<file path="src/shared/ldoscr_defines.svh">
// register indices, field positions, reset values and codes of the regulator control bank
`ifndef LDOSCR_DEFINES_SVH
`define LDOSCR_DEFINES_SVH
`define LDOSCR_IDX_A_SLEEP 16'h4073
`define LDOSCR_IDX_B_CTRL 16'h4074
`define LDOSCR_IDX_B_ON 16'h4075
`define LDOSCR_IDX_B_SLEEP 16'h4076
`define LDOSCR_IDX_IRQ_STAT 16'h4080
`define LDOSCR_IDX_IRQ_CLR 16'h4081
`define LDOSCR_IDX_IRQ_EN 16'h4082
`define LDOSCR_SLOT_MSB 15
`define LDOSCR_SLOT_LSB 13
`define LDOSCR_MODE_BIT 8
`define LDOSCR_VSEL_MSB 4
`define LDOSCR_VSEL_LSB 0
`define LDOSCR_ACT_MSB 15
`define LDOSCR_ACT_LSB 14
`define LDOSCR_SRC_MSB 12
`define LDOSCR_SRC_LSB 11
`define LDOSCR_PICK_BIT 10
`define LDOSCR_HWM_MSB 9
`define LDOSCR_HWM_LSB 8
`define LDOSCR_FLT_BIT 7
`define LDOSCR_SWI_BIT 6
`define LDOSCR_LP_BIT 0
`define LDOSCR_RST_SLOT 3'h0
`define LDOSCR_RST_SLP_MODE 1'h1
`define LDOSCR_RST_ON_MODE 1'h0
`define LDOSCR_RST_VSEL 5'h00
`define LDOSCR_RST_ACT 2'h0
`define LDOSCR_RST_SRC 2'h0
`define LDOSCR_RST_PICK 1'h0
`define LDOSCR_RST_HWM 2'h2
`define LDOSCR_RST_FLT 1'h0
`define LDOSCR_RST_SWI 1'h0
`define LDOSCR_RST_LP 1'h0
`define LDOSCR_ST_W 3
`define LDOSCR_ST_UV 0
`define LDOSCR_ST_SLP 1
`define LDOSCR_ST_OFF 2
`define LDOSCR_RST_ST 3'h0
`define LDOSCR_TS1 3'h1
`define LDOSCR_TS2 3'h2
`define LDOSCR_TS3 3'h3
`define LDOSCR_TS4 3'h4
`define LDOSCR_TS5 3'h5
`define LDOSCR_SLOT_DIS_LO 3'h1
`define LDOSCR_SLOT_DIS_HI 3'h5
`endif

</file>
<file path="src/shared/ldoscr_pkg.sv">
// types shared by the regulator control bank
package ldoscr_pkg;
  typedef enum logic [1:0] {
    LDOSCR_SLP_AWAKE = 2'b00,
    LDOSCR_SLP_ARMED = 2'b01,
    LDOSCR_SLP_SLEEP = 2'b10,
    LDOSCR_SLP_OFF = 2'b11
  } ldoscr_slp_state_e;
  typedef enum logic [1:0] {
    LDOSCR_HWM_LP0 = 2'b00,
    LDOSCR_HWM_OFF = 2'b01,
    LDOSCR_HWM_LP2 = 2'b10,
    LDOSCR_HWM_ON = 2'b11
  } ldoscr_hwmode_e;
  typedef enum logic [1:0] {
    LDOSCR_ACT_IGNORE = 2'b00,
    LDOSCR_ACT_SHUT = 2'b01,
    LDOSCR_ACT_SYSRST = 2'b10,
    LDOSCR_ACT_RSVD = 2'b11
  } ldoscr_act_e;
  typedef enum logic [1:0] {
    LDOSCR_SRC_NONE = 2'b00,
    LDOSCR_SRC_HW1 = 2'b01,
    LDOSCR_SRC_HW2 = 2'b10,
    LDOSCR_SRC_EITHER = 2'b11
  } ldoscr_src_e;
endpackage

</file>
<file path="src/shared/ldoscr_fields_if.sv">
// register fields handed from the register bank to the regulator control logic
`timescale 1ns/100ps
`default_nettype none
interface ldoscr_fields_if;
  logic [2:0] reg_a_sleep_slot;
  logic reg_a_sleep_op_mode;
  logic [4:0] reg_a_sleep_voltage_code;
  ldoscr_pkg::ldoscr_act_e reg_b_undervoltage_action;
  ldoscr_pkg::ldoscr_src_e reg_b_hw_control_source;
  logic reg_b_hw_control_voltage_pick;
  ldoscr_pkg::ldoscr_hwmode_e reg_b_hw_control_op_mode;
  logic reg_b_output_float;
  logic reg_b_switch_select;
  logic reg_b_low_power_variant;
  logic [4:0] reg_b_on_voltage_code;
  logic reg_b_on_op_mode;
  logic [4:0] reg_b_sleep_voltage_code;
  modport regs (
    output reg_a_sleep_slot, reg_a_sleep_op_mode, reg_a_sleep_voltage_code,
    output reg_b_undervoltage_action, reg_b_hw_control_source,
    output reg_b_hw_control_voltage_pick, reg_b_hw_control_op_mode, reg_b_output_float,
    output reg_b_switch_select, reg_b_low_power_variant, reg_b_on_voltage_code,
    output reg_b_on_op_mode, reg_b_sleep_voltage_code
  );
  modport ctrl (
    input reg_a_sleep_slot, reg_a_sleep_op_mode, reg_a_sleep_voltage_code,
    input reg_b_undervoltage_action, reg_b_hw_control_source,
    input reg_b_hw_control_voltage_pick, reg_b_hw_control_op_mode, reg_b_output_float,
    input reg_b_switch_select, reg_b_low_power_variant, reg_b_on_voltage_code,
    input reg_b_on_op_mode, reg_b_sleep_voltage_code
  );
endinterface
`default_nettype wire

</file>
<file path="src/rtl/ldoscr_sleep_slot.sv">
// sleep-entry timeslot logic of regulator a
`timescale 1ns/100ps
`default_nettype none
`include "ldoscr_defines.svh"
module ldoscr_sleep_slot (
  input wire logic pclk,
  input wire logic presetn,
  ldoscr_fields_if.ctrl f,
  input wire logic sleep_req,
  input wire logic wake_req,
  input wire logic timeslot_strobe,
  input wire logic [2:0] timeslot_num,
  input wire logic hw_enable_assigned,
  output logic sleep_active,
  output logic reg_off,
  output logic evt_sleep,
  output logic evt_off
);
  ldoscr_pkg::ldoscr_slp_state_e state_ff, nxt_state;
  logic evt_sleep_ff, nxt_evt_sleep;
  logic evt_off_ff, nxt_evt_off;
  logic [2:0] target;
  logic dis_code;

  always_comb
  begin
    case (f.reg_a_sleep_slot)
      3'h0: target = `LDOSCR_TS5;
      3'h1: target = `LDOSCR_TS5;
      3'h2: target = `LDOSCR_TS4;
      3'h3: target = `LDOSCR_TS3;
      3'h4: target = `LDOSCR_TS2;
      3'h5: target = `LDOSCR_TS1;
      3'h6: target = `LDOSCR_TS3;
      3'h7: target = `LDOSCR_TS1;
      default: target = `LDOSCR_TS5;
    endcase
  end

  // hardware-enabled regulator only sleeps in its slot, never shuts
  assign dis_code = (f.reg_a_sleep_slot >= `LDOSCR_SLOT_DIS_LO)
    && (f.reg_a_sleep_slot <= `LDOSCR_SLOT_DIS_HI) && !hw_enable_assigned;

  always_comb
  begin
    nxt_state = state_ff;
    nxt_evt_sleep = 1'b0;
    nxt_evt_off = 1'b0;
    case (state_ff)
      ldoscr_pkg::LDOSCR_SLP_AWAKE:
      begin
        if (sleep_req)
          nxt_state = ldoscr_pkg::LDOSCR_SLP_ARMED;
      end
      ldoscr_pkg::LDOSCR_SLP_ARMED:
      begin
        if (timeslot_strobe && timeslot_num == target)
        begin
          if (dis_code)
          begin
            nxt_state = ldoscr_pkg::LDOSCR_SLP_OFF;
            nxt_evt_off = 1'b1;
          end
          else
          begin
            nxt_state = ldoscr_pkg::LDOSCR_SLP_SLEEP;
            nxt_evt_sleep = 1'b1;
          end
        end
      end
      default:
      begin
      end
    endcase
    // wake wins over a slot strobe in the same cycle
    if (wake_req)
      nxt_state = ldoscr_pkg::LDOSCR_SLP_AWAKE;
  end

  always_ff @(posedge pclk or negedge presetn)
  begin
    if (!presetn)
    begin
      state_ff <= ldoscr_pkg::LDOSCR_SLP_AWAKE;
      evt_sleep_ff <= 1'b0;
      evt_off_ff <= 1'b0;
    end
    else
    begin
      state_ff <= nxt_state;
      evt_sleep_ff <= nxt_evt_sleep;
      evt_off_ff <= nxt_evt_off;
    end
  end

  assign sleep_active = (state_ff == ldoscr_pkg::LDOSCR_SLP_SLEEP);
  assign reg_off = (state_ff == ldoscr_pkg::LDOSCR_SLP_OFF);
  assign evt_sleep = evt_sleep_ff;
  assign evt_off = evt_off_ff;
endmodule // ldoscr_sleep_slot
`default_nettype wire

</file>
<file path="src/rtl/ldoscr_hw_ctrl.sv">
// hardware control and undervoltage handling of regulator b
`timescale 1ns/100ps
`default_nettype none
module ldoscr_hw_ctrl (
  input wire logic pclk,
  input wire logic presetn,
  ldoscr_fields_if.ctrl f,
  input wire logic hw1,
  input wire logic hw2,
  input wire logic uv,
  input wire logic uv_clr,
  input wire logic seq_on,
  output logic enable,
  output logic [4:0] voltage_code,
  output logic low_power,
  output logic discharge,
  output logic switch_mode,
  output logic lp_variant,
  output logic hwc_active,
  output logic sys_reset_req,
  output logic uv_event
);
  logic uv_prev_ff, nxt_uv_prev;
  logic shut_ff, nxt_shut;
  logic sysrst_ff, nxt_sysrst;
  logic evt_ff, nxt_evt;
  logic en_ff, nxt_en;
  logic [4:0] vcode_ff, nxt_vcode;
  logic lp_ff, nxt_lp;
  logic dis_ff, nxt_dis;
  logic swi_ff, nxt_swi;
  logic lpv_ff, nxt_lpv;
  logic hwa_ff, nxt_hwa;
  logic hw_on;
  logic uv_rise;

  always_comb
  begin
    case (f.reg_b_hw_control_source)
      ldoscr_pkg::LDOSCR_SRC_HW1: hw_on = hw1;
      ldoscr_pkg::LDOSCR_SRC_HW2: hw_on = hw2;
      ldoscr_pkg::LDOSCR_SRC_EITHER: hw_on = hw1 | hw2;
      default: hw_on = 1'b0;
    endcase
  end

  assign uv_rise = uv && !uv_prev_ff;

  always_comb
  begin
    nxt_uv_prev = uv;
    nxt_evt = uv_rise;
    nxt_sysrst = uv_rise && (f.reg_b_undervoltage_action == ldoscr_pkg::LDOSCR_ACT_SYSRST);
    nxt_shut = shut_ff;
    if (uv_clr)
      nxt_shut = 1'b0;
    // a new fault beats a clear in the same cycle
    if (uv_rise && f.reg_b_undervoltage_action == ldoscr_pkg::LDOSCR_ACT_SHUT)
      nxt_shut = 1'b1;
    nxt_hwa = hw_on;
    nxt_vcode = (hw_on && f.reg_b_hw_control_voltage_pick) ?
      f.reg_b_sleep_voltage_code : f.reg_b_on_voltage_code;
    nxt_en = (seq_on || hw_on) && !nxt_shut
      && !(hw_on && f.reg_b_hw_control_op_mode == ldoscr_pkg::LDOSCR_HWM_OFF);
    if (hw_on && f.reg_b_hw_control_op_mode != ldoscr_pkg::LDOSCR_HWM_ON)
      nxt_lp = 1'b1;
    else
      nxt_lp = f.reg_b_on_op_mode;
    nxt_dis = !nxt_en && !f.reg_b_output_float;
    nxt_swi = f.reg_b_switch_select;
    nxt_lpv = f.reg_b_low_power_variant;
  end

  always_ff @(posedge pclk or negedge presetn)
  begin
    if (!presetn)
    begin
      uv_prev_ff <= 1'b0;
      evt_ff <= 1'b0;
      sysrst_ff <= 1'b0;
      shut_ff <= 1'b0;
      hwa_ff <= 1'b0;
      vcode_ff <= 5'h00;
      en_ff <= 1'b0;
      lp_ff <= 1'b0;
      dis_ff <= 1'b1;
      swi_ff <= 1'b0;
      lpv_ff <= 1'b0;
    end
    else
    begin
      uv_prev_ff <= nxt_uv_prev;
      evt_ff <= nxt_evt;
      sysrst_ff <= nxt_sysrst;
      shut_ff <= nxt_shut;
      hwa_ff <= nxt_hwa;
      vcode_ff <= nxt_vcode;
      en_ff <= nxt_en;
      lp_ff <= nxt_lp;
      dis_ff <= nxt_dis;
      swi_ff <= nxt_swi;
      lpv_ff <= nxt_lpv;
    end
  end

  assign enable = en_ff;
  assign voltage_code = vcode_ff;
  assign low_power = lp_ff;
  assign discharge = dis_ff;
  assign switch_mode = swi_ff;
  assign lp_variant = lpv_ff;
  assign hwc_active = hwa_ff;
  assign sys_reset_req = sysrst_ff;
  assign uv_event = evt_ff;
endmodule // ldoscr_hw_ctrl
`default_nettype wire

</file>
<file path="src/rtl/ldoscr_top.sv">
// regulator sleep and control register bank with apb slave and interrupt
//
// Operation
// - sleep slot codes 000, 110 and 111 apply sleep voltage and mode in timeslot 5, 3 and 1, reset 000.
// - sleep slot codes 001 to 101 switch regulator a off in timeslot 5 down to timeslot 1.
// - with a hardware enable assigned, codes 001 to 101 pick the sleep-entry slot instead of off.
// - sleep register bit 8 picks the sleep mode, 0 normal and 1 low power, reset 1.
// - sleep voltage code in bits 4:0 spans 0.90 V to 3.30 V in two step sizes, reset zero.
// - bits 15:14 pick the undervoltage action: ignore, regulator off, system reset, reserved.
// - an undervoltage always raises the interrupt event whatever the action.
// - bits 12:11 pick the hardware control source: none, input 1, input 2 or either.
// - bit 10 picks the on or the sleep voltage code under hardware control, reset 0.
// - bits 9:8 give low power, off, low power or the on mode under hardware control, reset 10.
// - bit 7 picks discharge or float of the disabled output, reset 0.
// - bit 0 picks the 50 mA or 20 mA low power variant, reset 0.
// - the on voltage code is five bits with the same mapping, reset zero.
`timescale 1ns/100ps
`default_nettype none
`include "ldoscr_defines.svh"
module ldoscr_top #(
  parameter int ADDR_W = 18
) (
  input wire logic pclk,
  input wire logic presetn,
  input wire logic psel,
  input wire logic penable,
  input wire logic pwrite,
  input wire logic [ADDR_W-1:0] paddr,
  input wire logic [31:0] pwdata,
  output logic [31:0] prdata,
  output logic pready,
  output logic pslverr,
  input wire logic hardware_control_1,
  input wire logic hardware_control_2,
  input wire logic reg_b_undervoltage,
  input wire logic sleep_req,
  input wire logic wake_req,
  input wire logic timeslot_strobe,
  input wire logic [2:0] timeslot_num,
  input wire logic reg_a_hw_enable_assigned,
  input wire logic reg_b_seq_on,
  output logic reg_a_sleep_active,
  output logic reg_a_off,
  output logic [4:0] reg_a_voltage_code,
  output logic reg_a_low_power,
  output logic reg_b_enable,
  output logic [4:0] reg_b_voltage_code,
  output logic reg_b_low_power,
  output logic reg_b_discharge,
  output logic reg_b_switch_mode,
  output logic reg_b_lp_variant,
  output logic reg_b_hwc_active,
  output logic system_reset_req,
  output logic irq
);
  ldoscr_fields_if fif();

  logic [2:0] a_slot_ff, nxt_a_slot;
  logic a_mode_ff, nxt_a_mode;
  logic [4:0] a_vsel_ff, nxt_a_vsel;
  logic [1:0] b_act_ff, nxt_b_act;
  logic [1:0] b_src_ff, nxt_b_src;
  logic b_pick_ff, nxt_b_pick;
  logic [1:0] b_hwm_ff, nxt_b_hwm;
  logic b_flt_ff, nxt_b_flt;
  logic b_swi_ff, nxt_b_swi;
  logic b_lp_ff, nxt_b_lp;
  logic [4:0] b_on_vsel_ff, nxt_b_on_vsel;
  logic b_on_mode_ff, nxt_b_on_mode;
  logic [4:0] b_slp_vsel_ff, nxt_b_slp_vsel;
  logic b_slp_mode_ff, nxt_b_slp_mode;
  logic [`LDOSCR_ST_W-1:0] stat_ff, nxt_stat;
  logic [`LDOSCR_ST_W-1:0] en_ff, nxt_en;
  logic irq_ff, nxt_irq;
  logic [31:0] prdata_ff, nxt_prdata;
  logic pslverr_ff, nxt_pslverr;
  logic [2:0] meta_ff, nxt_meta;
  logic [2:0] sync_ff, nxt_sync;

  logic [15:0] idx;
  logic aligned;
  logic setup;
  logic wr;
  logic hit_a, hit_b, hit_on, hit_bs, hit_st, hit_clr, hit_en;
  logic mapped;
  logic [`LDOSCR_ST_W-1:0] clr_mask;
  logic [`LDOSCR_ST_W-1:0] evts;
  logic [31:0] rd;
  logic evt_sleep, evt_off, uv_event;

  // bus index is word address; printed offsets are indices, byte address is 4x
  assign idx = paddr[ADDR_W-1:2];
  assign aligned = (paddr[1:0] == 2'h0);
  assign setup = psel && !penable;
  assign wr = psel && penable && pwrite && aligned;
  assign hit_a = (idx == `LDOSCR_IDX_A_SLEEP);
  assign hit_b = (idx == `LDOSCR_IDX_B_CTRL);
  assign hit_on = (idx == `LDOSCR_IDX_B_ON);
  assign hit_bs = (idx == `LDOSCR_IDX_B_SLEEP);
  assign hit_st = (idx == `LDOSCR_IDX_IRQ_STAT);
  assign hit_clr = (idx == `LDOSCR_IDX_IRQ_CLR);
  assign hit_en = (idx == `LDOSCR_IDX_IRQ_EN);
  assign mapped = aligned && (hit_a || hit_b || hit_on || hit_bs || hit_st || hit_clr || hit_en);

  // register fields
  always_comb
  begin
    nxt_a_slot = a_slot_ff;
    nxt_a_mode = a_mode_ff;
    nxt_a_vsel = a_vsel_ff;
    nxt_b_act = b_act_ff;
    nxt_b_src = b_src_ff;
    nxt_b_pick = b_pick_ff;
    nxt_b_hwm = b_hwm_ff;
    nxt_b_flt = b_flt_ff;
    nxt_b_swi = b_swi_ff;
    nxt_b_lp = b_lp_ff;
    nxt_b_on_vsel = b_on_vsel_ff;
    nxt_b_on_mode = b_on_mode_ff;
    nxt_b_slp_vsel = b_slp_vsel_ff;
    nxt_b_slp_mode = b_slp_mode_ff;
    if (wr && hit_a)
    begin
      nxt_a_slot = pwdata[`LDOSCR_SLOT_MSB:`LDOSCR_SLOT_LSB];
      nxt_a_mode = pwdata[`LDOSCR_MODE_BIT];
      nxt_a_vsel = pwdata[`LDOSCR_VSEL_MSB:`LDOSCR_VSEL_LSB];
    end
    if (wr && hit_b)
    begin
      nxt_b_act = pwdata[`LDOSCR_ACT_MSB:`LDOSCR_ACT_LSB];
      nxt_b_src = pwdata[`LDOSCR_SRC_MSB:`LDOSCR_SRC_LSB];
      nxt_b_pick = pwdata[`LDOSCR_PICK_BIT];
      nxt_b_hwm = pwdata[`LDOSCR_HWM_MSB:`LDOSCR_HWM_LSB];
      nxt_b_flt = pwdata[`LDOSCR_FLT_BIT];
      nxt_b_swi = pwdata[`LDOSCR_SWI_BIT];
      nxt_b_lp = pwdata[`LDOSCR_LP_BIT];
    end
    if (wr && hit_on)
    begin
      nxt_b_on_vsel = pwdata[`LDOSCR_VSEL_MSB:`LDOSCR_VSEL_LSB];
      nxt_b_on_mode = pwdata[`LDOSCR_MODE_BIT];
    end
    if (wr && hit_bs)
    begin
      nxt_b_slp_vsel = pwdata[`LDOSCR_VSEL_MSB:`LDOSCR_VSEL_LSB];
      nxt_b_slp_mode = pwdata[`LDOSCR_MODE_BIT];
    end
  end

  always_ff @(posedge pclk or negedge presetn)
  begin
    if (!presetn)
    begin
      a_slot_ff <= `LDOSCR_RST_SLOT;
      a_mode_ff <= `LDOSCR_RST_SLP_MODE;
      a_vsel_ff <= `LDOSCR_RST_VSEL;
      b_act_ff <= `LDOSCR_RST_ACT;
      b_src_ff <= `LDOSCR_RST_SRC;
      b_pick_ff <= `LDOSCR_RST_PICK;
      b_hwm_ff <= `LDOSCR_RST_HWM;
      b_flt_ff <= `LDOSCR_RST_FLT;
      b_swi_ff <= `LDOSCR_RST_SWI;
      b_lp_ff <= `LDOSCR_RST_LP;
      b_on_vsel_ff <= `LDOSCR_RST_VSEL;
      b_on_mode_ff <= `LDOSCR_RST_ON_MODE;
      b_slp_vsel_ff <= `LDOSCR_RST_VSEL;
      b_slp_mode_ff <= `LDOSCR_RST_SLP_MODE;
    end
    else
    begin
      a_slot_ff <= nxt_a_slot;
      a_mode_ff <= nxt_a_mode;
      a_vsel_ff <= nxt_a_vsel;
      b_act_ff <= nxt_b_act;
      b_src_ff <= nxt_b_src;
      b_pick_ff <= nxt_b_pick;
      b_hwm_ff <= nxt_b_hwm;
      b_flt_ff <= nxt_b_flt;
      b_swi_ff <= nxt_b_swi;
      b_lp_ff <= nxt_b_lp;
      b_on_vsel_ff <= nxt_b_on_vsel;
      b_on_mode_ff <= nxt_b_on_mode;
      b_slp_vsel_ff <= nxt_b_slp_vsel;
      b_slp_mode_ff <= nxt_b_slp_mode;
    end
  end

  assign fif.reg_a_sleep_slot = a_slot_ff;
  assign fif.reg_a_sleep_op_mode = a_mode_ff;
  assign fif.reg_a_sleep_voltage_code = a_vsel_ff;
  assign fif.reg_b_undervoltage_action = ldoscr_pkg::ldoscr_act_e'(b_act_ff);
  assign fif.reg_b_hw_control_source = ldoscr_pkg::ldoscr_src_e'(b_src_ff);
  assign fif.reg_b_hw_control_voltage_pick = b_pick_ff;
  assign fif.reg_b_hw_control_op_mode = ldoscr_pkg::ldoscr_hwmode_e'(b_hwm_ff);
  assign fif.reg_b_output_float = b_flt_ff;
  assign fif.reg_b_switch_select = b_swi_ff;
  assign fif.reg_b_low_power_variant = b_lp_ff;
  assign fif.reg_b_on_voltage_code = b_on_vsel_ff;
  assign fif.reg_b_on_op_mode = b_on_mode_ff;
  assign fif.reg_b_sleep_voltage_code = b_slp_vsel_ff;

  // read mux; unlisted bits stay zero
  always_comb
  begin
    rd = 32'h0000_0000;
    if (hit_a)
    begin
      rd[`LDOSCR_SLOT_MSB:`LDOSCR_SLOT_LSB] = a_slot_ff;
      rd[`LDOSCR_MODE_BIT] = a_mode_ff;
      rd[`LDOSCR_VSEL_MSB:`LDOSCR_VSEL_LSB] = a_vsel_ff;
    end
    else if (hit_b)
    begin
      rd[`LDOSCR_ACT_MSB:`LDOSCR_ACT_LSB] = b_act_ff;
      rd[`LDOSCR_SRC_MSB:`LDOSCR_SRC_LSB] = b_src_ff;
      rd[`LDOSCR_PICK_BIT] = b_pick_ff;
      rd[`LDOSCR_HWM_MSB:`LDOSCR_HWM_LSB] = b_hwm_ff;
      rd[`LDOSCR_FLT_BIT] = b_flt_ff;
      rd[`LDOSCR_SWI_BIT] = b_swi_ff;
      rd[`LDOSCR_LP_BIT] = b_lp_ff;
    end
    else if (hit_on)
    begin
      rd[`LDOSCR_MODE_BIT] = b_on_mode_ff;
      rd[`LDOSCR_VSEL_MSB:`LDOSCR_VSEL_LSB] = b_on_vsel_ff;
    end
    else if (hit_bs)
    begin
      rd[`LDOSCR_MODE_BIT] = b_slp_mode_ff;
      rd[`LDOSCR_VSEL_MSB:`LDOSCR_VSEL_LSB] = b_slp_vsel_ff;
    end
    else if (hit_st)
      rd[`LDOSCR_ST_W-1:0] = stat_ff;
    else if (hit_en)
      rd[`LDOSCR_ST_W-1:0] = en_ff;
  end

  // read data caught in the setup cycle so the access phase never waits
  always_comb
  begin
    nxt_prdata = prdata_ff;
    nxt_pslverr = pslverr_ff;
    if (setup)
    begin
      nxt_prdata = (aligned && !pwrite) ? rd : 32'h0000_0000;
      nxt_pslverr = !mapped || (!pwrite && hit_clr) || (pwrite && hit_st);
    end
  end

  always_ff @(posedge pclk or negedge presetn)
  begin
    if (!presetn)
    begin
      prdata_ff <= 32'h0000_0000;
      pslverr_ff <= 1'b0;
    end
    else
    begin
      prdata_ff <= nxt_prdata;
      pslverr_ff <= nxt_pslverr;
    end
  end

  assign prdata = prdata_ff;
  assign pready = 1'b1;
  assign pslverr = pslverr_ff && psel && penable;

  // two flops for pins from outside; only the second stage feeds logic
  assign nxt_meta = {reg_b_undervoltage, hardware_control_2, hardware_control_1};
  assign nxt_sync = meta_ff;

  always_ff @(posedge pclk or negedge presetn)
  begin
    if (!presetn)
    begin
      meta_ff <= 3'h0;
      sync_ff <= 3'h0;
    end
    else
    begin
      meta_ff <= nxt_meta;
      sync_ff <= nxt_sync;
    end
  end

  ldoscr_sleep_slot u_sleep (
    .pclk(pclk),
    .presetn(presetn),
    .f(fif),
    .sleep_req(sleep_req),
    .wake_req(wake_req),
    .timeslot_strobe(timeslot_strobe),
    .timeslot_num(timeslot_num),
    .hw_enable_assigned(reg_a_hw_enable_assigned),
    .sleep_active(reg_a_sleep_active),
    .reg_off(reg_a_off),
    .evt_sleep(evt_sleep),
    .evt_off(evt_off)
  );

  assign reg_a_voltage_code = a_vsel_ff;
  assign reg_a_low_power = a_mode_ff;

  ldoscr_hw_ctrl u_hwc (
    .pclk(pclk),
    .presetn(presetn),
    .f(fif),
    .hw1(sync_ff[0]),
    .hw2(sync_ff[1]),
    .uv(sync_ff[2]),
    .uv_clr(clr_mask[`LDOSCR_ST_UV]),
    .seq_on(reg_b_seq_on),
    .enable(reg_b_enable),
    .voltage_code(reg_b_voltage_code),
    .low_power(reg_b_low_power),
    .discharge(reg_b_discharge),
    .switch_mode(reg_b_switch_mode),
    .lp_variant(reg_b_lp_variant),
    .hwc_active(reg_b_hwc_active),
    .sys_reset_req(system_reset_req),
    .uv_event(uv_event)
  );

  // sticky status; a set in the clearing cycle survives
  assign clr_mask = (wr && hit_clr) ? pwdata[`LDOSCR_ST_W-1:0] : `LDOSCR_RST_ST;
  assign evts = {evt_off, evt_sleep, uv_event};

  always_comb
  begin
    nxt_stat = (stat_ff & ~clr_mask) | evts;
    nxt_en = (wr && hit_en) ? pwdata[`LDOSCR_ST_W-1:0] : en_ff;
    nxt_irq = |(nxt_stat & nxt_en);
  end

  always_ff @(posedge pclk or negedge presetn)
  begin
    if (!presetn)
    begin
      stat_ff <= `LDOSCR_RST_ST;
      en_ff <= `LDOSCR_RST_ST;
      irq_ff <= 1'b0;
    end
    else
    begin
      stat_ff <= nxt_stat;
      en_ff <= nxt_en;
      irq_ff <= nxt_irq;
    end
  end

  assign irq = irq_ff;
endmodule // ldoscr_top
`default_nettype wire

</file>
<file path="config.mk">
export PLATFORM = sky130hd
export DESIGN_NAME = ldoscr_top
export DESIGN_NICKNAME = d
export VERILOG_FILES = /design/src/shared/ldoscr_pkg.sv /design/src/shared/ldoscr_fields_if.sv /design/src/rtl/ldoscr_sleep_slot.sv /design/src/rtl/ldoscr_hw_ctrl.sv /design/src/rtl/ldoscr_top.sv
export VERILOG_INCLUDE_DIRS = /design/src /design/src/shared
export SDC_FILE = /design/constraint.sdc
export NUM_CORES = 1
export LEC_CHECK = 0
export BUFFER_PORTS_ARGS = -buffer_cell sky130_fd_sc_hd__clkbuf_2
export CAP_MARGIN = 20
export CORE_MARGIN = 2
export CORE_UTILIZATION = 51
export DETAILED_ROUTE_END_ITERATION = 8
export MAX_ROUTING_LAYER = met4
export PLACE_DENSITY = 0.8
export SYNTH_ARGS = -nofsm -noshare
export SYNTH_HDL_FRONTEND = slang
export SYNTH_HIERARCHICAL = 1
export SYNTH_SLANG_ARGS = --single-unit
</file>
<file path="constraint.sdc">
create_clock -name pclk -period 1.6 [get_ports pclk]
set_input_delay 0.16 -clock pclk [delete_from_list [all_inputs] [get_ports pclk]]
set_output_delay 0.16 -clock pclk [all_outputs]
set_load 0.005 [all_outputs]
</file>
==> results of run 1 <==
==> what timing repair did <==
item | CTS | global route
endpoints found under the hold margin | 79 | 0
hold buffers | 5 | 0
gates resized for setup | 0 | 7
setup endpoints to repair | 0 | 11
==> sequential cells by signal, indices dropped and copies added, names as in the netlist, 2 cells and up <==
name and cells:
a_slot_ff 3, b_act_ff 2, b_hwm_ff 2, b_on_vsel_ff 5
b_slp_vsel_ff 5, b_src_ff 2, en_ff 3, meta_ff 3
prdata 15, reg_a_voltage_code 5, stat_ff 3, sync_ff 3
u_hwc/voltage_code 5, u_sleep/state_ff 2
==> worst max-delay path by stage <==
stage | from | end | cells past startpoint
floorplan | paddr[17] | irq$_DFF_PN0_ | 5
global placement | psel | b_on_vsel_ff[4]$_DFFE_PN0P_ | 6
detailed placement | psel | b_on_vsel_ff[3]$_DFFE_PN0P_ | 6
CTS | a_slot_ff[2]$_DFFE_PN0P_ | u_sleep/state_ff[0]$_DFFE_PN0P_ | 5
global route | a_slot_ff[2]$_DFFE_PN0P_ | u_sleep/state_ff[0]$_DFFE_PN0P_ | 5
finish | paddr[17] | irq$_DFF_PN0_ | 8
==> logic make-up after synthesis <==
logic type,synth area share
other,0.00203
AOI/OAI and AO/OA,0.127
DFF,0.535
muxes,0.119
buffers and inverters,0.0541
and+or+nand+nor,0.153
xor gates and xnor gates,0.00946
==> cells in the final DEF, fill, tap and decap left out, types with 4 or more instances in the layout <==
cell type      instances
mux2_4                19
o21ai_0               10
nand3_1                7
clkbuf_2              84
a22oi_1                7
buf_12                 4
conb_1                18
clkbuf_8              10
a31oi_1                7
mux2_2                19
dfrtp_1               74
buf_4                 45
nand2b_1               4
o22ai_1                4
a21oi_1                8
dfstp_2                4
and3_1                 5
nor2_1                 9
nand2_1               15
dlygate4sd3_1          5
inv_1                  5
nor2b_1                4
a22o_1                10
==> cells in the mapped netlist (2+ instances only) <==
library cell,n
and3_1,5
nor3_2,2
nand2b_1,4
buf_4,18
nor3b_1,3
o22ai_1,4
nand2_1,15
a22o_1,10
a21oi_1,10
mux2_2,37
or4_1,3
nor4b_4,2
nor3_1,2
nor2_1,10
nand4_4,2
nand4_1,3
nand3_1,7
dfrtp_1,75
xnor2_1,2
conb_1,2
inv_1,5
nor2b_1,4
nor4_1,3
dfstp_2,4
a21o_1,3
and4_1,3
a211oi_1,3
a22oi_1,7
o31ai_1,2
o21a_1,2
o21ai_0,11
clkbuf_1,10
xor2_1,2
and2_1,3
a31oi_1,7
==> final cells by class <==
type	instances	area share
inverter	6	0.00454
timing repair buffer	138	0.179
clock inverter	5	0.0210
multi-input combinational	210	0.342
tap	99	0.0250
sequential	79	0.400
clock buffer	11	0.0285
==> routing by layer <==
metal,global-route usage,wire length (um)
met5,-,0
met3,0.0305,506
met1,0.340,4120
met4,0.119,226
met2,0.405,4670
==> power by group through the flow <==
stage | Sequential, mW | Clock, mW | Combinational, mW
after global placement | 2.07 | 0 | 0.282
after global routing | 2.03 | 1.91 | 0.335
final | 2.03 | 1.79 | 0.301
after CTS | 2.03 | 1.82 | 0.300
after detailed placement | 2.07 | 0 | 0.288
after floorplan | 2.06 | 0 | 0.126
==> metrics by stage <==
step / power [mW] / area, um2 / cells
after detailed placement: 2.36 / 4630 / 527
after global placement: 2.35 / 4630 / 527
after CTS: 4.15 / 4920 / 548
final: 4.12 / 4960 / 548
after global routing: 4.28 / 4960 / 548
after floorplan: 2.19 / 3850 / 324
==> report_table.html, run 1 <==
<table>
<tr><th>Metric</th><th>Value</th></tr>
<tr><th colspan="2">Setup path</th></tr>
<tr><td>CP Capture Type</td><td>flop</td></tr>
<tr><td>Critical path arrival</td><td>1780 ps</td></tr>
<tr><td>Worst R2R Path Depth</td><td>5</td></tr>
<tr><td>CP top delay family</td><td>compound AO/OA/AOI/OAI gates</td></tr>
<tr><td>Sum of buffers and inverters on the critical path</td><td>3</td></tr>
<tr><td>Critical-path top delay cell</td><td>nor4b_4</td></tr>
<tr><td>Start of the worst register-to-register path</td><td>a_slot_ff[2]$_DFFE_PN0P_</td></tr>
<tr><td>Critical-path maximum fanout</td><td>5</td></tr>
<tr><td>Worst reg2reg setup slack</td><td>90 ps</td></tr>
<tr><td>Worst R2R End</td><td>u_sleep/state_ff[0]$_DFFE_PN0P_</td></tr>
<tr><td>Startpoint-to-endpoint class of the critical path</td><td>primary input to flop</td></tr>
<tr><td>Cell Chain, Critical Path</td><td>clkbuf_2 &gt; nor4b_4 &gt; buf_4 &gt; nand4_1 &gt; buf_4 &gt; o21a_1 &gt; o21a_1 &gt; a221o_1</td></tr>
<tr><td>Worst Setup Start Kind</td><td>primary input</td></tr>
<tr><td>Critical Path RT</td><td>1830 ps</td></tr>
<tr><td>Peak per-stage delay on the critical path</td><td>250 ps</td></tr>
<tr><th colspan="2">Clocking</th></tr>
<tr><td>Clock input transition at the sequential cells of the worst setup and hold paths</td><td>80 ps</td></tr>
<tr><td>Source-to-sink clock delay at the later pin of the worst-skew pair</td><td>350 ps</td></tr>
<tr><td>Number of H-tree levels</td><td>3</td></tr>
<tr><td>Setup Buffers After CTS</td><td>0</td></tr>
<tr><td>Clock sink count</td><td>79</td></tr>
<tr><td>Clock tree from TritonCTS</td><td>built</td></tr>
<tr><td>Buffer levels on the longest clock path</td><td>2</td></tr>
<tr><td>TritonCTS Buffers</td><td>9</td></tr>
<tr><td>Library cell used as clock root buffer</td><td>clkbuf_8</td></tr>
<tr><th colspan="2">Cells and area</th></tr>
<tr><td>Share of layout cells above drive strength 1</td><td>0.468</td></tr>
<tr><td>Antenna diode count</td><td>0</td></tr>
<tr><td>Final layout net count</td><td>510</td></tr>
<tr><td>Count of fill cells added during filler insertion</td><td>543</td></tr>
<tr><td>Sequential cell area</td><td>1980 um2</td></tr>
<tr><td>Final design utilization</td><td>0.694</td></tr>
<tr><td>Layout overhead on the synthesized area</td><td>33.8%</td></tr>
<tr><td>Multi-input gate area</td><td>1690 um2</td></tr>
<tr><th colspan="2">Routing</th></tr>
<tr><td>DRC</td><td>0</td></tr>
<tr><td>Total routed wirelength</td><td>9520 um</td></tr>
<tr><td>Via-per-instance ratio</td><td>5.47</td></tr>
<tr><td>Detail Route Antenna Nets</td><td>0</td></tr>
<tr><td>First-pass iteration count of the detailed router</td><td>6</td></tr>
<tr><td>1st-iter DRT viols</td><td>193</td></tr>
<tr><td>Routed wire length per instance</td><td>17.4 um</td></tr>
<tr><td>Vias after detailed routing</td><td>2999</td></tr>
<tr><th colspan="2">Logic synthesis</th></tr>
<tr><td>Cell types occupying the most area after synthesis</td><td>dfrtp_1 (51%), mux2_2 (11%), buf_4 (3.6%), dfstp_2 (2.8%), a22o_1 (2.4%)</td></tr>
<tr><td>Primary flip-flop cell chosen by synthesis mapping</td><td>dfrtp_1</td></tr>
<tr><td>Ys async rst share</td><td>1.00</td></tr>
<tr><td>Post-synth design cell area</td><td>3700 um2</td></tr>
<tr><td>Area share of the leading cell type in the synthesized netlist</td><td>0.507</td></tr>
<tr><td>Post-synthesis sequential area ratio</td><td>0.535</td></tr>
<tr><td>Number of storage elements in the synthesis netlist</td><td>79</td></tr>
<tr><td>Yosys synthesis warning count</td><td>6</td></tr>
<tr><td>Number of flops mapped to enable cells by yosys</td><td>0</td></tr>
<tr><td>Count of distinct cell types in the synthesized netlist</td><td>58</td></tr>
<tr><td>Synthesized instance count</td><td>308</td></tr>
<tr><td>Largest area contributor in the netlist</td><td>dfrtp_1</td></tr>
<tr><td>Avg Synthesized Cell Area</td><td>12.0 um2</td></tr>
<tr><th colspan="2">Die</th></tr>
<tr><td>Floorplan core area</td><td>7140 um2</td></tr>
<tr><td>Die Area</td><td>7960 um2</td></tr>
<tr><td>I/O pins</td><td>121</td></tr>
<tr><td>Floorplan die height</td><td>89.2 um</td></tr>
<tr><td>Die extent in x</td><td>89.2 um</td></tr>
<tr><td>Starting density of the core</td><td>0.519</td></tr>
<tr><td>Standard-cell rows</td><td>31</td></tr>
<tr><th colspan="2">Status</th></tr>
<tr><td>Run status</td><td>finished clean</td></tr>
<tr><th colspan="2">Placed design</th></tr>
<tr><td>Last weighted congestion value of the routability-driven placer</td><td>0.983</td></tr>
<tr><td>Port buffer count</td><td>85</td></tr>
<tr><td>Final HPWL from detailed placement</td><td>6890 um</td></tr>
<tr><td>Post-placement setup slack</td><td>-335 ps</td></tr>
<tr><th colspan="2">Power</th></tr>
<tr><td>Power per cell area</td><td>832 nW/um2</td></tr>
<tr><td>Sw power</td><td>893 uW</td></tr>
<tr><td>Switching share of power</td><td>0.217</td></tr>
<tr><td>Static Leakage</td><td>2.51 nW</td></tr>
<tr><td>Internal Power</td><td>3.23 mW</td></tr>
<tr><td>Worst IR drop on VDD</td><td>0.887 mV</td></tr>
<tr><td>Fraction of power consumed by combinational cells</td><td>0.073</td></tr>
<tr><td>Relative contribution of sequential cells to total power</td><td>0.492</td></tr>
<tr><td>Clock share of power</td><td>0.435</td></tr>
<tr><th colspan="2">GRT</th></tr>
<tr><td>Pin count of the biggest net entering global routing</td><td>80</td></tr>
<tr><td>Total routing usage reported by global routing</td><td>0.259</td></tr>
<tr><td>Initial antenna violation count</td><td>0</td></tr>
<tr><td>Global-route wire length before repair</td><td>14800 um</td></tr>
<tr><td>Overall overflow remaining after global route</td><td>0</td></tr>
<tr><td>Via count of the first global-routing pass</td><td>2969</td></tr>
<tr><th colspan="2">Run</th></tr>
<tr><td>Number of maximum-capacitance violations</td><td>0</td></tr>
<tr><th colspan="2">Worst hold path</th></tr>
<tr><td>Endpoint, Worst Hold</td><td>b_src_ff[1]$_DFFE_PN0P_</td></tr>
<tr><td>Startpoint of the worst hold path</td><td>pwdata[12]</td></tr>
<tr><td>Worst hold path stage count</td><td>2</td></tr>
<tr><td>Hold Path Class</td><td>primary input to flop</td></tr>
<tr><th colspan="2">Timing</th></tr>
<tr><td>Final Hold Vio Count</td><td>0</td></tr>
<tr><td>Final Max Slew Viols</td><td>0</td></tr>
<tr><td>Tcrit/Tclk final</td><td>0.969</td></tr>
<tr><td>Final setup violation count</td><td>0</td></tr>
<tr><td>Maximum operating frequency</td><td>645 MHz</td></tr>
<tr><td>Worst Setup Slack, final</td><td>49.3 ps</td></tr>
<tr><td>Hold WS</td><td>39.4 ps</td></tr>
<tr><td>Final Critical Period</td><td>1550 ps</td></tr>
<tr><td>Final TNS setup</td><td>0 ps</td></tr>
<tr><td>Worst clock skew</td><td>9.64 ps</td></tr>
</table>
Power figures use the tool's default switching activity.
==> run 2, diff against run 1 <==
ABC_AREA = 1   (was unset)
==> run 2 against run 1 <==
Hold slack improved by 1.9 ps. Clock skew decreased by 5.4 ps. Core utilization is 5.4 points lower. Total power fell by 8.1%. Clock-buffer cell count grew 3. Critical endpoint is now b_on_mode_ff$_DFFE_PN0P_. Largest power group unchanged.
==> report_table.html, run 2 <==
<table>
<tr><th>Metric</th><th>Value</th></tr>
<tr><th colspan="2">Timing</th></tr>
<tr><td>Tcrit/Tclk final</td><td>0.762</td></tr>
<tr><td>Setup repair after global routing missed its margin</td><td>false</td></tr>
<tr><td>Final Hold Vio Count</td><td>0</td></tr>
<tr><td>Final Max Slew Viols</td><td>0</td></tr>
<tr><td>Worst Setup Slack, final</td><td>380 ps</td></tr>
<tr><td>Maximum operating frequency</td><td>820 MHz</td></tr>
<tr><td>Final setup violation count</td><td>0</td></tr>
<tr><td>Final TNS setup</td><td>0 ps</td></tr>
<tr><td>Final Critical Period</td><td>1220 ps</td></tr>
<tr><td>Worst clock skew</td><td>4.19 ps</td></tr>
<tr><td>Hold WS</td><td>41.3 ps</td></tr>
<tr><th colspan="2">Setup path</th></tr>
<tr><td>Critical-path maximum fanout</td><td>12</td></tr>
<tr><td>Worst setup endpoint</td><td>b_on_mode_ff$_DFFE_PN0P_</td></tr>
<tr><td>Critical Path RT</td><td>1820 ps</td></tr>
<tr><td>Critical path arrival</td><td>1440 ps</td></tr>
<tr><td>Startpoint-to-endpoint class of the critical path</td><td>primary input to flop</td></tr>
<tr><td>Setup crit start</td><td>paddr[13]</td></tr>
<tr><td>Worst Setup Start Kind</td><td>primary input</td></tr>
<tr><td>Start of the worst register-to-register path</td><td>a_slot_ff[2]$_DFFE_PN0P_</td></tr>
<tr><td>Worst R2R End</td><td>u_sleep/state_ff[0]$_DFFE_PN0P_</td></tr>
<tr><td>Cell Chain, Critical Path</td><td>clkbuf_2 &gt; nor2_1 &gt; nand2_1 &gt; inv_1 &gt; nand2_1 &gt; nor2_1 &gt; nand2_1 &gt; nand2_1 &gt; o21ai_0</td></tr>
<tr><td>Worst reg2reg setup slack</td><td>390 ps</td></tr>
<tr><td>CP Capture Type</td><td>flop</td></tr>
<tr><td>Most numerous cell on the critical path</td><td>nand2_1</td></tr>
<tr><td>Critical-path top delay cell</td><td>nand2_1</td></tr>
<tr><td>Peak per-stage delay on the critical path</td><td>310 ps</td></tr>
<tr><td>Worst R2R Path Depth</td><td>8</td></tr>
<tr><th colspan="2">Clocking</th></tr>
<tr><td>Library cell used as clock root buffer</td><td>clkbuf_8</td></tr>
<tr><td>Setup Buffers After CTS</td><td>0</td></tr>
<tr><td>TritonCTS Buffers</td><td>9</td></tr>
<tr><td>Clock tree from TritonCTS</td><td>built</td></tr>
<tr><td>Source-to-sink clock delay at the later pin of the worst-skew pair</td><td>350 ps</td></tr>
<tr><td>Clock sink count</td><td>79</td></tr>
<tr><td>Number of H-tree levels</td><td>3</td></tr>
<tr><td>Buffer levels on the longest clock path</td><td>2</td></tr>
<tr><td>Clock input transition at the sequential cells of the worst setup and hold paths</td><td>70 ps</td></tr>
<tr><th colspan="2">Placed design</th></tr>
<tr><td>Post-placement cell area</td><td>4400 um2</td></tr>
<tr><td>Total instance count after detailed placement</td><td>660</td></tr>
<tr><td>Post-placement setup slack</td><td>28.5 ps</td></tr>
<tr><td>Final HPWL from detailed placement</td><td>6490 um</td></tr>
<tr><td>Port buffer count</td><td>85</td></tr>
<tr><td>Last weighted congestion value of the routability-driven placer</td><td>0.909</td></tr>
<tr><th colspan="2">Logic synthesis</th></tr>
<tr><td>Post-synthesis sequential area ratio</td><td>0.521</td></tr>
<tr><td>Number of flops mapped to enable cells by yosys</td><td>0</td></tr>
<tr><td>Area share of the leading cell type in the synthesized netlist</td><td>0.494</td></tr>
<tr><td>Share of synthesized area spent on multiplexers</td><td>0.0227</td></tr>
<tr><td>Adder-Cell Fraction of Synth Area</td><td>0</td></tr>
<tr><td>Combinational family with the most area after synthesis</td><td>simple AND/OR/NAND/NOR gates</td></tr>
<tr><td>Avg Synthesized Cell Area</td><td>8.16 um2</td></tr>
<tr><td>Xor/xnor share of the synthesized area</td><td>0</td></tr>
<tr><td>Most repeated cell in the gate-level netlist after synthesis</td><td>nand2_1</td></tr>
<tr><td>Primary flip-flop cell chosen by synthesis mapping</td><td>dfrtp_1</td></tr>
<tr><td>Number of storage elements in the synthesis netlist</td><td>79</td></tr>
<tr><td>Simple logic cell fraction of the synthesized area</td><td>0.286</td></tr>
<tr><td>Fraction of the mapped netlist area in compound gates</td><td>0.0724</td></tr>
<tr><td>Count of distinct cell types in the synthesized netlist</td><td>32</td></tr>
<tr><td>Synthesized instance count</td><td>466</td></tr>
<tr><td>Yosys synthesis warning count</td><td>6</td></tr>
<tr><td>Largest area contributor in the netlist</td><td>dfrtp_1</td></tr>
<tr><td>Most instantiated cells after synthesis</td><td>nand2_1 (152), dfrtp_1 (75), nor2_1 (48)</td></tr>
<tr><td>Post-synth design cell area</td><td>3800 um2</td></tr>
<tr><td>Ys async rst share</td><td>1.00</td></tr>
<tr><td>Cell types occupying the most area after synthesis</td><td>dfrtp_1 (49%), nand2_1 (15%), o21ai_0 (4.7%), nor2_1 (4.7%), inv_1 (4.5%)</td></tr>
<tr><th colspan="2">Die</th></tr>
<tr><td>Starting density of the core</td><td>0.524</td></tr>
<tr><td>Floorplan core area</td><td>7250 um2</td></tr>
<tr><td>Standard-cell rows</td><td>31</td></tr>
<tr><td>I/O pins</td><td>121</td></tr>
<tr><td>Die extent in x</td><td>90.3 um</td></tr>
<tr><td>Die Area</td><td>8160 um2</td></tr>
<tr><td>Floorplan die height</td><td>90.3 um</td></tr>
<tr><th colspan="2">Cells and area</th></tr>
<tr><td>Antenna diode count</td><td>0</td></tr>
<tr><td>Layout overhead on the synthesized area</td><td>22.2%</td></tr>
<tr><td>Max reg flops</td><td>15</td></tr>
<tr><td>Final layout net count</td><td>642</td></tr>
<tr><td>Filler-free cell count of the finished design</td><td>680</td></tr>
<tr><td>Most used cells in the layout excluding fill and tap cells</td><td>nand2_1 (152), clkbuf_2 (84), dfrtp_1 (75), nor2_1 (48), inv_1 (46)</td></tr>
<tr><td>Post-layout instance area</td><td>4650 um2</td></tr>
<tr><td>Share of layout cells above drive strength 1</td><td>0.263</td></tr>
<tr><td>Most common cell after layout, fill and taps aside</td><td>nand2_1</td></tr>
<tr><td>Final design utilization</td><td>0.641</td></tr>
<tr><th colspan="2">Routing</th></tr>
<tr><td>First-pass iteration count of the detailed router</td><td>5</td></tr>
<tr><td>1st-iter DRT viols</td><td>178</td></tr>
<tr><td>Detail Route Antenna Nets</td><td>0</td></tr>
<tr><td>Total routed wirelength</td><td>8660 um</td></tr>
<tr><td>Via-per-instance ratio</td><td>4.95</td></tr>
<tr><td>DRC</td><td>0</td></tr>
<tr><td>Routed wire length per instance</td><td>12.7 um</td></tr>
<tr><td>Vias after detailed routing</td><td>3363</td></tr>
<tr><th colspan="2">GRT</th></tr>
<tr><td>Global-route wire length before repair</td><td>14800 um</td></tr>
<tr><td>Overall overflow remaining after global route</td><td>0</td></tr>
<tr><td>Initial antenna violation count</td><td>0</td></tr>
<tr><td>Pin count of the biggest net entering global routing</td><td>46</td></tr>
<tr><td>Total routing usage reported by global routing</td><td>0.230</td></tr>
<tr><td>Via count of the first global-routing pass</td><td>3268</td></tr>
<tr><th colspan="2">Run</th></tr>
<tr><td>Number of maximum-capacitance violations</td><td>0</td></tr>
<tr><th colspan="2">Power</th></tr>
<tr><td>Power per cell area</td><td>815 nW/um2</td></tr>
<tr><td>Overall power of the completed layout</td><td>3.79 mW</td></tr>
<tr><td>Worst IR drop on VDD</td><td>0.458 mV</td></tr>
<tr><td>Static Leakage</td><td>2.52 nW</td></tr>
<tr><th colspan="2">Worst hold path</th></tr>
<tr><td>Worst hold path stage count</td><td>2</td></tr>
<tr><td>Hold Path Class</td><td>primary input to flop</td></tr>
<tr><th colspan="2">Status</th></tr>
<tr><td>Run status</td><td>finished clean</td></tr>
</table>
## run 2: worst max-delay path: cells and delay by family
family | cells | cell delay, ps
simple gates | 6 | 1020
buf+inv | 2 | 180
compound gates | 1 | 90
## run 2: cell families (layout without fill, tap and decap cells)
logic type	Yosys count	after routing
compound gates	50	50
buf+inv	76	175
flops	79	79
mux	7	7
other cells	2	18
simple gates	252	252
## run 2: routing by layer
layer  vias to the layer above  track usage  wire (um)
li1                       1642            -          -
met1                      1585        0.268       3580
met2                       116        0.395       4430
met3                        20       0.0526        517
met4                         0       0.0769        139
met5                         -            -          0
## run 2: repair_timing
action,4_1_cts,5_1_grt
hold endpoints to repair,78,0
endpoints found under the setup margin,0,0
gates resized for setup,0,0
hold buffers,4,0
## run 2: worst min path at each step
stage                from                                end  slack, ps
6_report       pwdata[11]            b_src_ff[0]$_DFFE_PN0P_         40
5_1_grt         pwdata[9]            b_hwm_ff[1]$_DFFE_PN1P_         40
4_1_cts        pwdata[11]            b_src_ff[0]$_DFFE_PN0P_         30
3_5_place_dp      presetn  reg_a_voltage_code[2]$_DFFE_PN0P_         30
3_3_place_gp      presetn    u_hwc/voltage_code[2]$_DFF_PN0_         30
2_1_floorplan     presetn           a_slot_ff[0]$_DFFE_PN0P_       -140
## run 2: report_power, final
part | internal [mW] | leakage, nW | switching [mW]
Sequential | 2.01 | 1.03 | 0.0110
Combinational | 0.0923 | 1.38 | 0.146
Clock | 0.850 | 0.103 | 0.677
Total | 2.95 | 2.52 | 0.834
## run 2: layout make-up
| cell class | instances | area, um2 |
|---|---|---|
| inverter | 51 | 191 |
| timing repair buffer | 108 | 623 |
| clock inverter | 2 | 37.5 |
| clock buffer | 14 | 173 |
| multi-input combinational | 327 | 1520 |
| sequential | 79 | 1980 |
| tap | 99 | 124 |
| fill | 617 | 2610 |
==> run 3, diff against run 2 <==
CORE_UTILIZATION = 46   (was 51)
PLACE_DENSITY = 0.76   (was 0.8)
clock period = 1.1 ns   (was 1.6 ns; I/O delays follow)
==> run 3 against run 2 <==
The run now ends with setup timing left. Clock-buffer cell count fell by 3. Final cell count grew 6.2%. Hold slack got worse by 30 ps. Wire length grew 4.8%. Via count grew 2.1%. Sequential power up 46%.
==> report_table.html, run 3 (synthesis gave the netlist of run 2 again) <==
<table>
<tr><th>Metric</th><th>Value</th></tr>
<tr><th colspan="2">Status</th></tr>
<tr><td>Run status</td><td>complete, but fails checks</td></tr>
<tr><td>Failing checks</td><td>setup timing</td></tr>
<tr><th colspan="2">Cells and area</th></tr>
<tr><td>Post-layout instance area</td><td>5120 um2</td></tr>
<tr><td>Share of layout cells above drive strength 1</td><td>0.350</td></tr>
<tr><td>Count of fill cells added during filler insertion</td><td>703</td></tr>
<tr><td>Sequential cell area</td><td>1980 um2</td></tr>
<tr><td>Max reg flops</td><td>15</td></tr>
<tr><td>Most used cells in the layout excluding fill and tap cells</td><td>nand2_1 (140), clkbuf_2 (79), dfrtp_1 (75), buf_4 (45), inv_1 (42)</td></tr>
<tr><td>Multi-input gate area</td><td>1650 um2</td></tr>
<tr><td>Antenna diode count</td><td>0</td></tr>
<tr><td>Most common cell after layout, fill and taps aside</td><td>nand2_1</td></tr>
<tr><td>Layout overhead on the synthesized area</td><td>34.7%</td></tr>
<tr><td>Final layout net count</td><td>678</td></tr>
<tr><th colspan="2">Die</th></tr>
<tr><td>Floorplan die height</td><td>94.9 um</td></tr>
<tr><td>I/O pins</td><td>121</td></tr>
<tr><td>Starting density of the core</td><td>0.470</td></tr>
<tr><td>Floorplan core area</td><td>8090 um2</td></tr>
<tr><td>Die extent in x</td><td>94.9 um</td></tr>
<tr><td>Standard-cell rows</td><td>33</td></tr>
<tr><td>Die Area</td><td>9010 um2</td></tr>
<tr><th colspan="2">Routing</th></tr>
<tr><td>Total routed wirelength</td><td>9070 um</td></tr>
<tr><td>First-pass iteration count of the detailed router</td><td>5</td></tr>
<tr><td>DRC</td><td>0</td></tr>
<tr><td>1st-iter DRT viols</td><td>223</td></tr>
<tr><td>Vias after detailed routing</td><td>3435</td></tr>
<tr><td>Detail Route Antenna Nets</td><td>0</td></tr>
<tr><td>Via-per-instance ratio</td><td>4.76</td></tr>
<tr><td>Routed wire length per instance</td><td>12.6 um</td></tr>
<tr><th colspan="2">GRT</th></tr>
<tr><td>Total routing usage reported by global routing</td><td>0.211</td></tr>
<tr><td>Overall overflow remaining after global route</td><td>0</td></tr>
<tr><td>Global-route wire length before repair</td><td>14400 um</td></tr>
<tr><td>Initial antenna violation count</td><td>0</td></tr>
<tr><td>Via count of the first global-routing pass</td><td>3163</td></tr>
<tr><td>Pin count of the biggest net entering global routing</td><td>28</td></tr>
<tr><th colspan="2">Clocking</th></tr>
<tr><td>Source-to-sink clock delay at the later pin of the worst-skew pair</td><td>340 ps</td></tr>
<tr><td>Buffer levels on the longest clock path</td><td>2</td></tr>
<tr><td>Number of H-tree levels</td><td>3</td></tr>
<tr><td>Clock sink count</td><td>79</td></tr>
<tr><td>TritonCTS Buffers</td><td>9</td></tr>
<tr><td>Clock tree from TritonCTS</td><td>built</td></tr>
<tr><td>Library cell used as clock root buffer</td><td>clkbuf_8</td></tr>
<tr><td>Clock input transition at the sequential cells of the worst setup and hold paths</td><td>80 ps</td></tr>
<tr><th colspan="2">Timing</th></tr>
<tr><td>Tcrit/Tclk final</td><td>1.09</td></tr>
<tr><td>Worst Setup Slack, final</td><td>-96.3 ps</td></tr>
<tr><td>Final Critical Period</td><td>1200 ps</td></tr>
<tr><td>Final setup violation count</td><td>6</td></tr>
<tr><td>Maximum operating frequency</td><td>836 MHz</td></tr>
<tr><td>Worst clock skew</td><td>7.29 ps</td></tr>
<tr><td>Final Hold Vio Count</td><td>0</td></tr>
<tr><td>Final Max Slew Viols</td><td>0</td></tr>
<tr><td>Setup repair after global routing missed its margin</td><td>true</td></tr>
<tr><td>Final TNS setup</td><td>-348 ps</td></tr>
<tr><th colspan="2">Setup path</th></tr>
<tr><td>Startpoint-to-endpoint class of the critical path</td><td>flop to output port</td></tr>
<tr><td>Critical-path top delay cell</td><td>dfrtp_1</td></tr>
<tr><td>CP Capture Type</td><td>output port</td></tr>
<tr><td>CP top delay family</td><td>flip-flops</td></tr>
<tr><td>Critical Path RT</td><td>990 ps</td></tr>
<tr><td>Worst Setup Start Kind</td><td>flop</td></tr>
<tr><td>Critical path arrival</td><td>1090 ps</td></tr>
<tr><td>Sum of buffers and inverters on the critical path</td><td>3</td></tr>
<tr><td>Critical-path maximum fanout</td><td>2</td></tr>
<tr><td>Peak per-stage delay on the critical path</td><td>390 ps</td></tr>
<tr><td>Cell Chain, Critical Path</td><td>inv_2 &gt; buf_6 &gt; nor2_2 &gt; buf_2</td></tr>
<tr><th colspan="2">Run</th></tr>
<tr><td>Number of maximum-capacitance violations</td><td>0</td></tr>
<tr><th colspan="2">Power</th></tr>
<tr><td>Worst IR drop on VDD</td><td>0.665 mV</td></tr>
<tr><td>Power per cell area</td><td>1120 nW/um2</td></tr>
<tr><td>Static Leakage</td><td>2.74 nW</td></tr>
<tr><th colspan="2">Placed design</th></tr>
<tr><td>Port buffer count</td><td>85</td></tr>
<tr><td>Last weighted congestion value of the routability-driven placer</td><td>0.904</td></tr>
<tr><td>Post-placement cell area</td><td>4610 um2</td></tr>
<tr><td>Final HPWL from detailed placement</td><td>6760 um</td></tr>
<tr><th colspan="2">Worst hold path</th></tr>
<tr><td>Hold Path Class</td><td>primary input to flop</td></tr>
</table>
run 3: changes by cell type in the layout (fill, tap and decap cells not counted), moves of 5 or more:
cell and delta:
buf_4 +26, o21ai_0 -21, o21ai_1 +21, nand2_1 -12, nor2_1 -11, nand2_2 +10, nor2_4 +8, buf_6 +7
clkbuf_2 -5, dlygate4sd3_1 +5
run 3: area by class of cell:
| type | count | share of cell area |
|---|---|---|
| clock inverters | 5 | 0.0161 |
| clock buffers | 11 | 0.0256 |
| flip-flops and latches | 79 | 0.387 |
| multi-input cells | 327 | 0.323 |
| repair buffers | 144 | 0.186 |
| inverters | 51 | 0.0374 |
| well taps | 105 | 0.0256 |
run 3: power breakdown:
| part | internal [mW] | switching, mW |
|---|---|---|
| Combinational | 0.222 | 0.264 |
| Clock | 1.28 | 1.02 |
| Sequential | 2.92 | 0.0120 |
| Total | 4.43 | 1.29 |
run 3: metal layers:
layer  GRT usage  part of all wire  routed length, um  vias to the layer above
li1            -                 -                  -                     1722
met1       0.263              0.42               3780                     1582
met2       0.355              0.52               4710                      115
met3      0.0383             0.051                463                       16
met4      0.0604             0.014                127                        0
met5           -                 0                  0                        -
run 3: what timing repair did:
action,4_1_cts,5_1_grt
hold buffers,9,0
endpoints found under the hold margin,32,0
endpoints found under the setup margin,10,38
setup buffers,4,3
gates resized for setup,5,56
pin swaps,4,9
run 3: final timing paths:
path | endpoint | from | slack, ps | cells past startpoint
worst min-delay path | b_flt_ff$_DFFE_PN0P_ | pwdata[7] | 10 | 2
max in group asynchronous | prdata[14]$_DFFE_PN0P_ | presetn | 370 | 3
worst max register to register | u_sleep/state_ff[0]$_DFFE_PN0P_ | a_slot_ff[2]$_DFFE_PN0P_ | -80 | 8
worst max-delay path | reg_a_sleep_active | u_sleep/state_ff[1]$_DFFE_PN0P_ | -100 | 4
min in group asynchronous | prdata[6]$_DFFE_PN0P_ | presetn | 240 | 2
worst min register to register | sync_ff[1]$_DFF_PN0_ | meta_ff[1]$_DFF_PN0_ | 350 | 0
run 3: through the flow:
step                      utilization  hold slack [ps]  setup WS, ps  total power [mW]  instances
after global routing            0.633             8.10          -191              5.98        722
after CTS                       0.612             2.00          -108              5.72        719
after detailed placement        0.569             62.0          -429              3.39        690
after global placement          0.569             51.5          -373              3.38        690
after floorplan                     -             -186          -236              3.17        482
final                           0.633             11.3         -96.3              5.72        722
run 3: worst register-to-register path: cells and delay by family, from the launching register on:
kind | cells | cell delay [ps]
and+or+nand+nor | 7 | 530
DFF | 1 | 440
buffers and inverters | 1 | 110
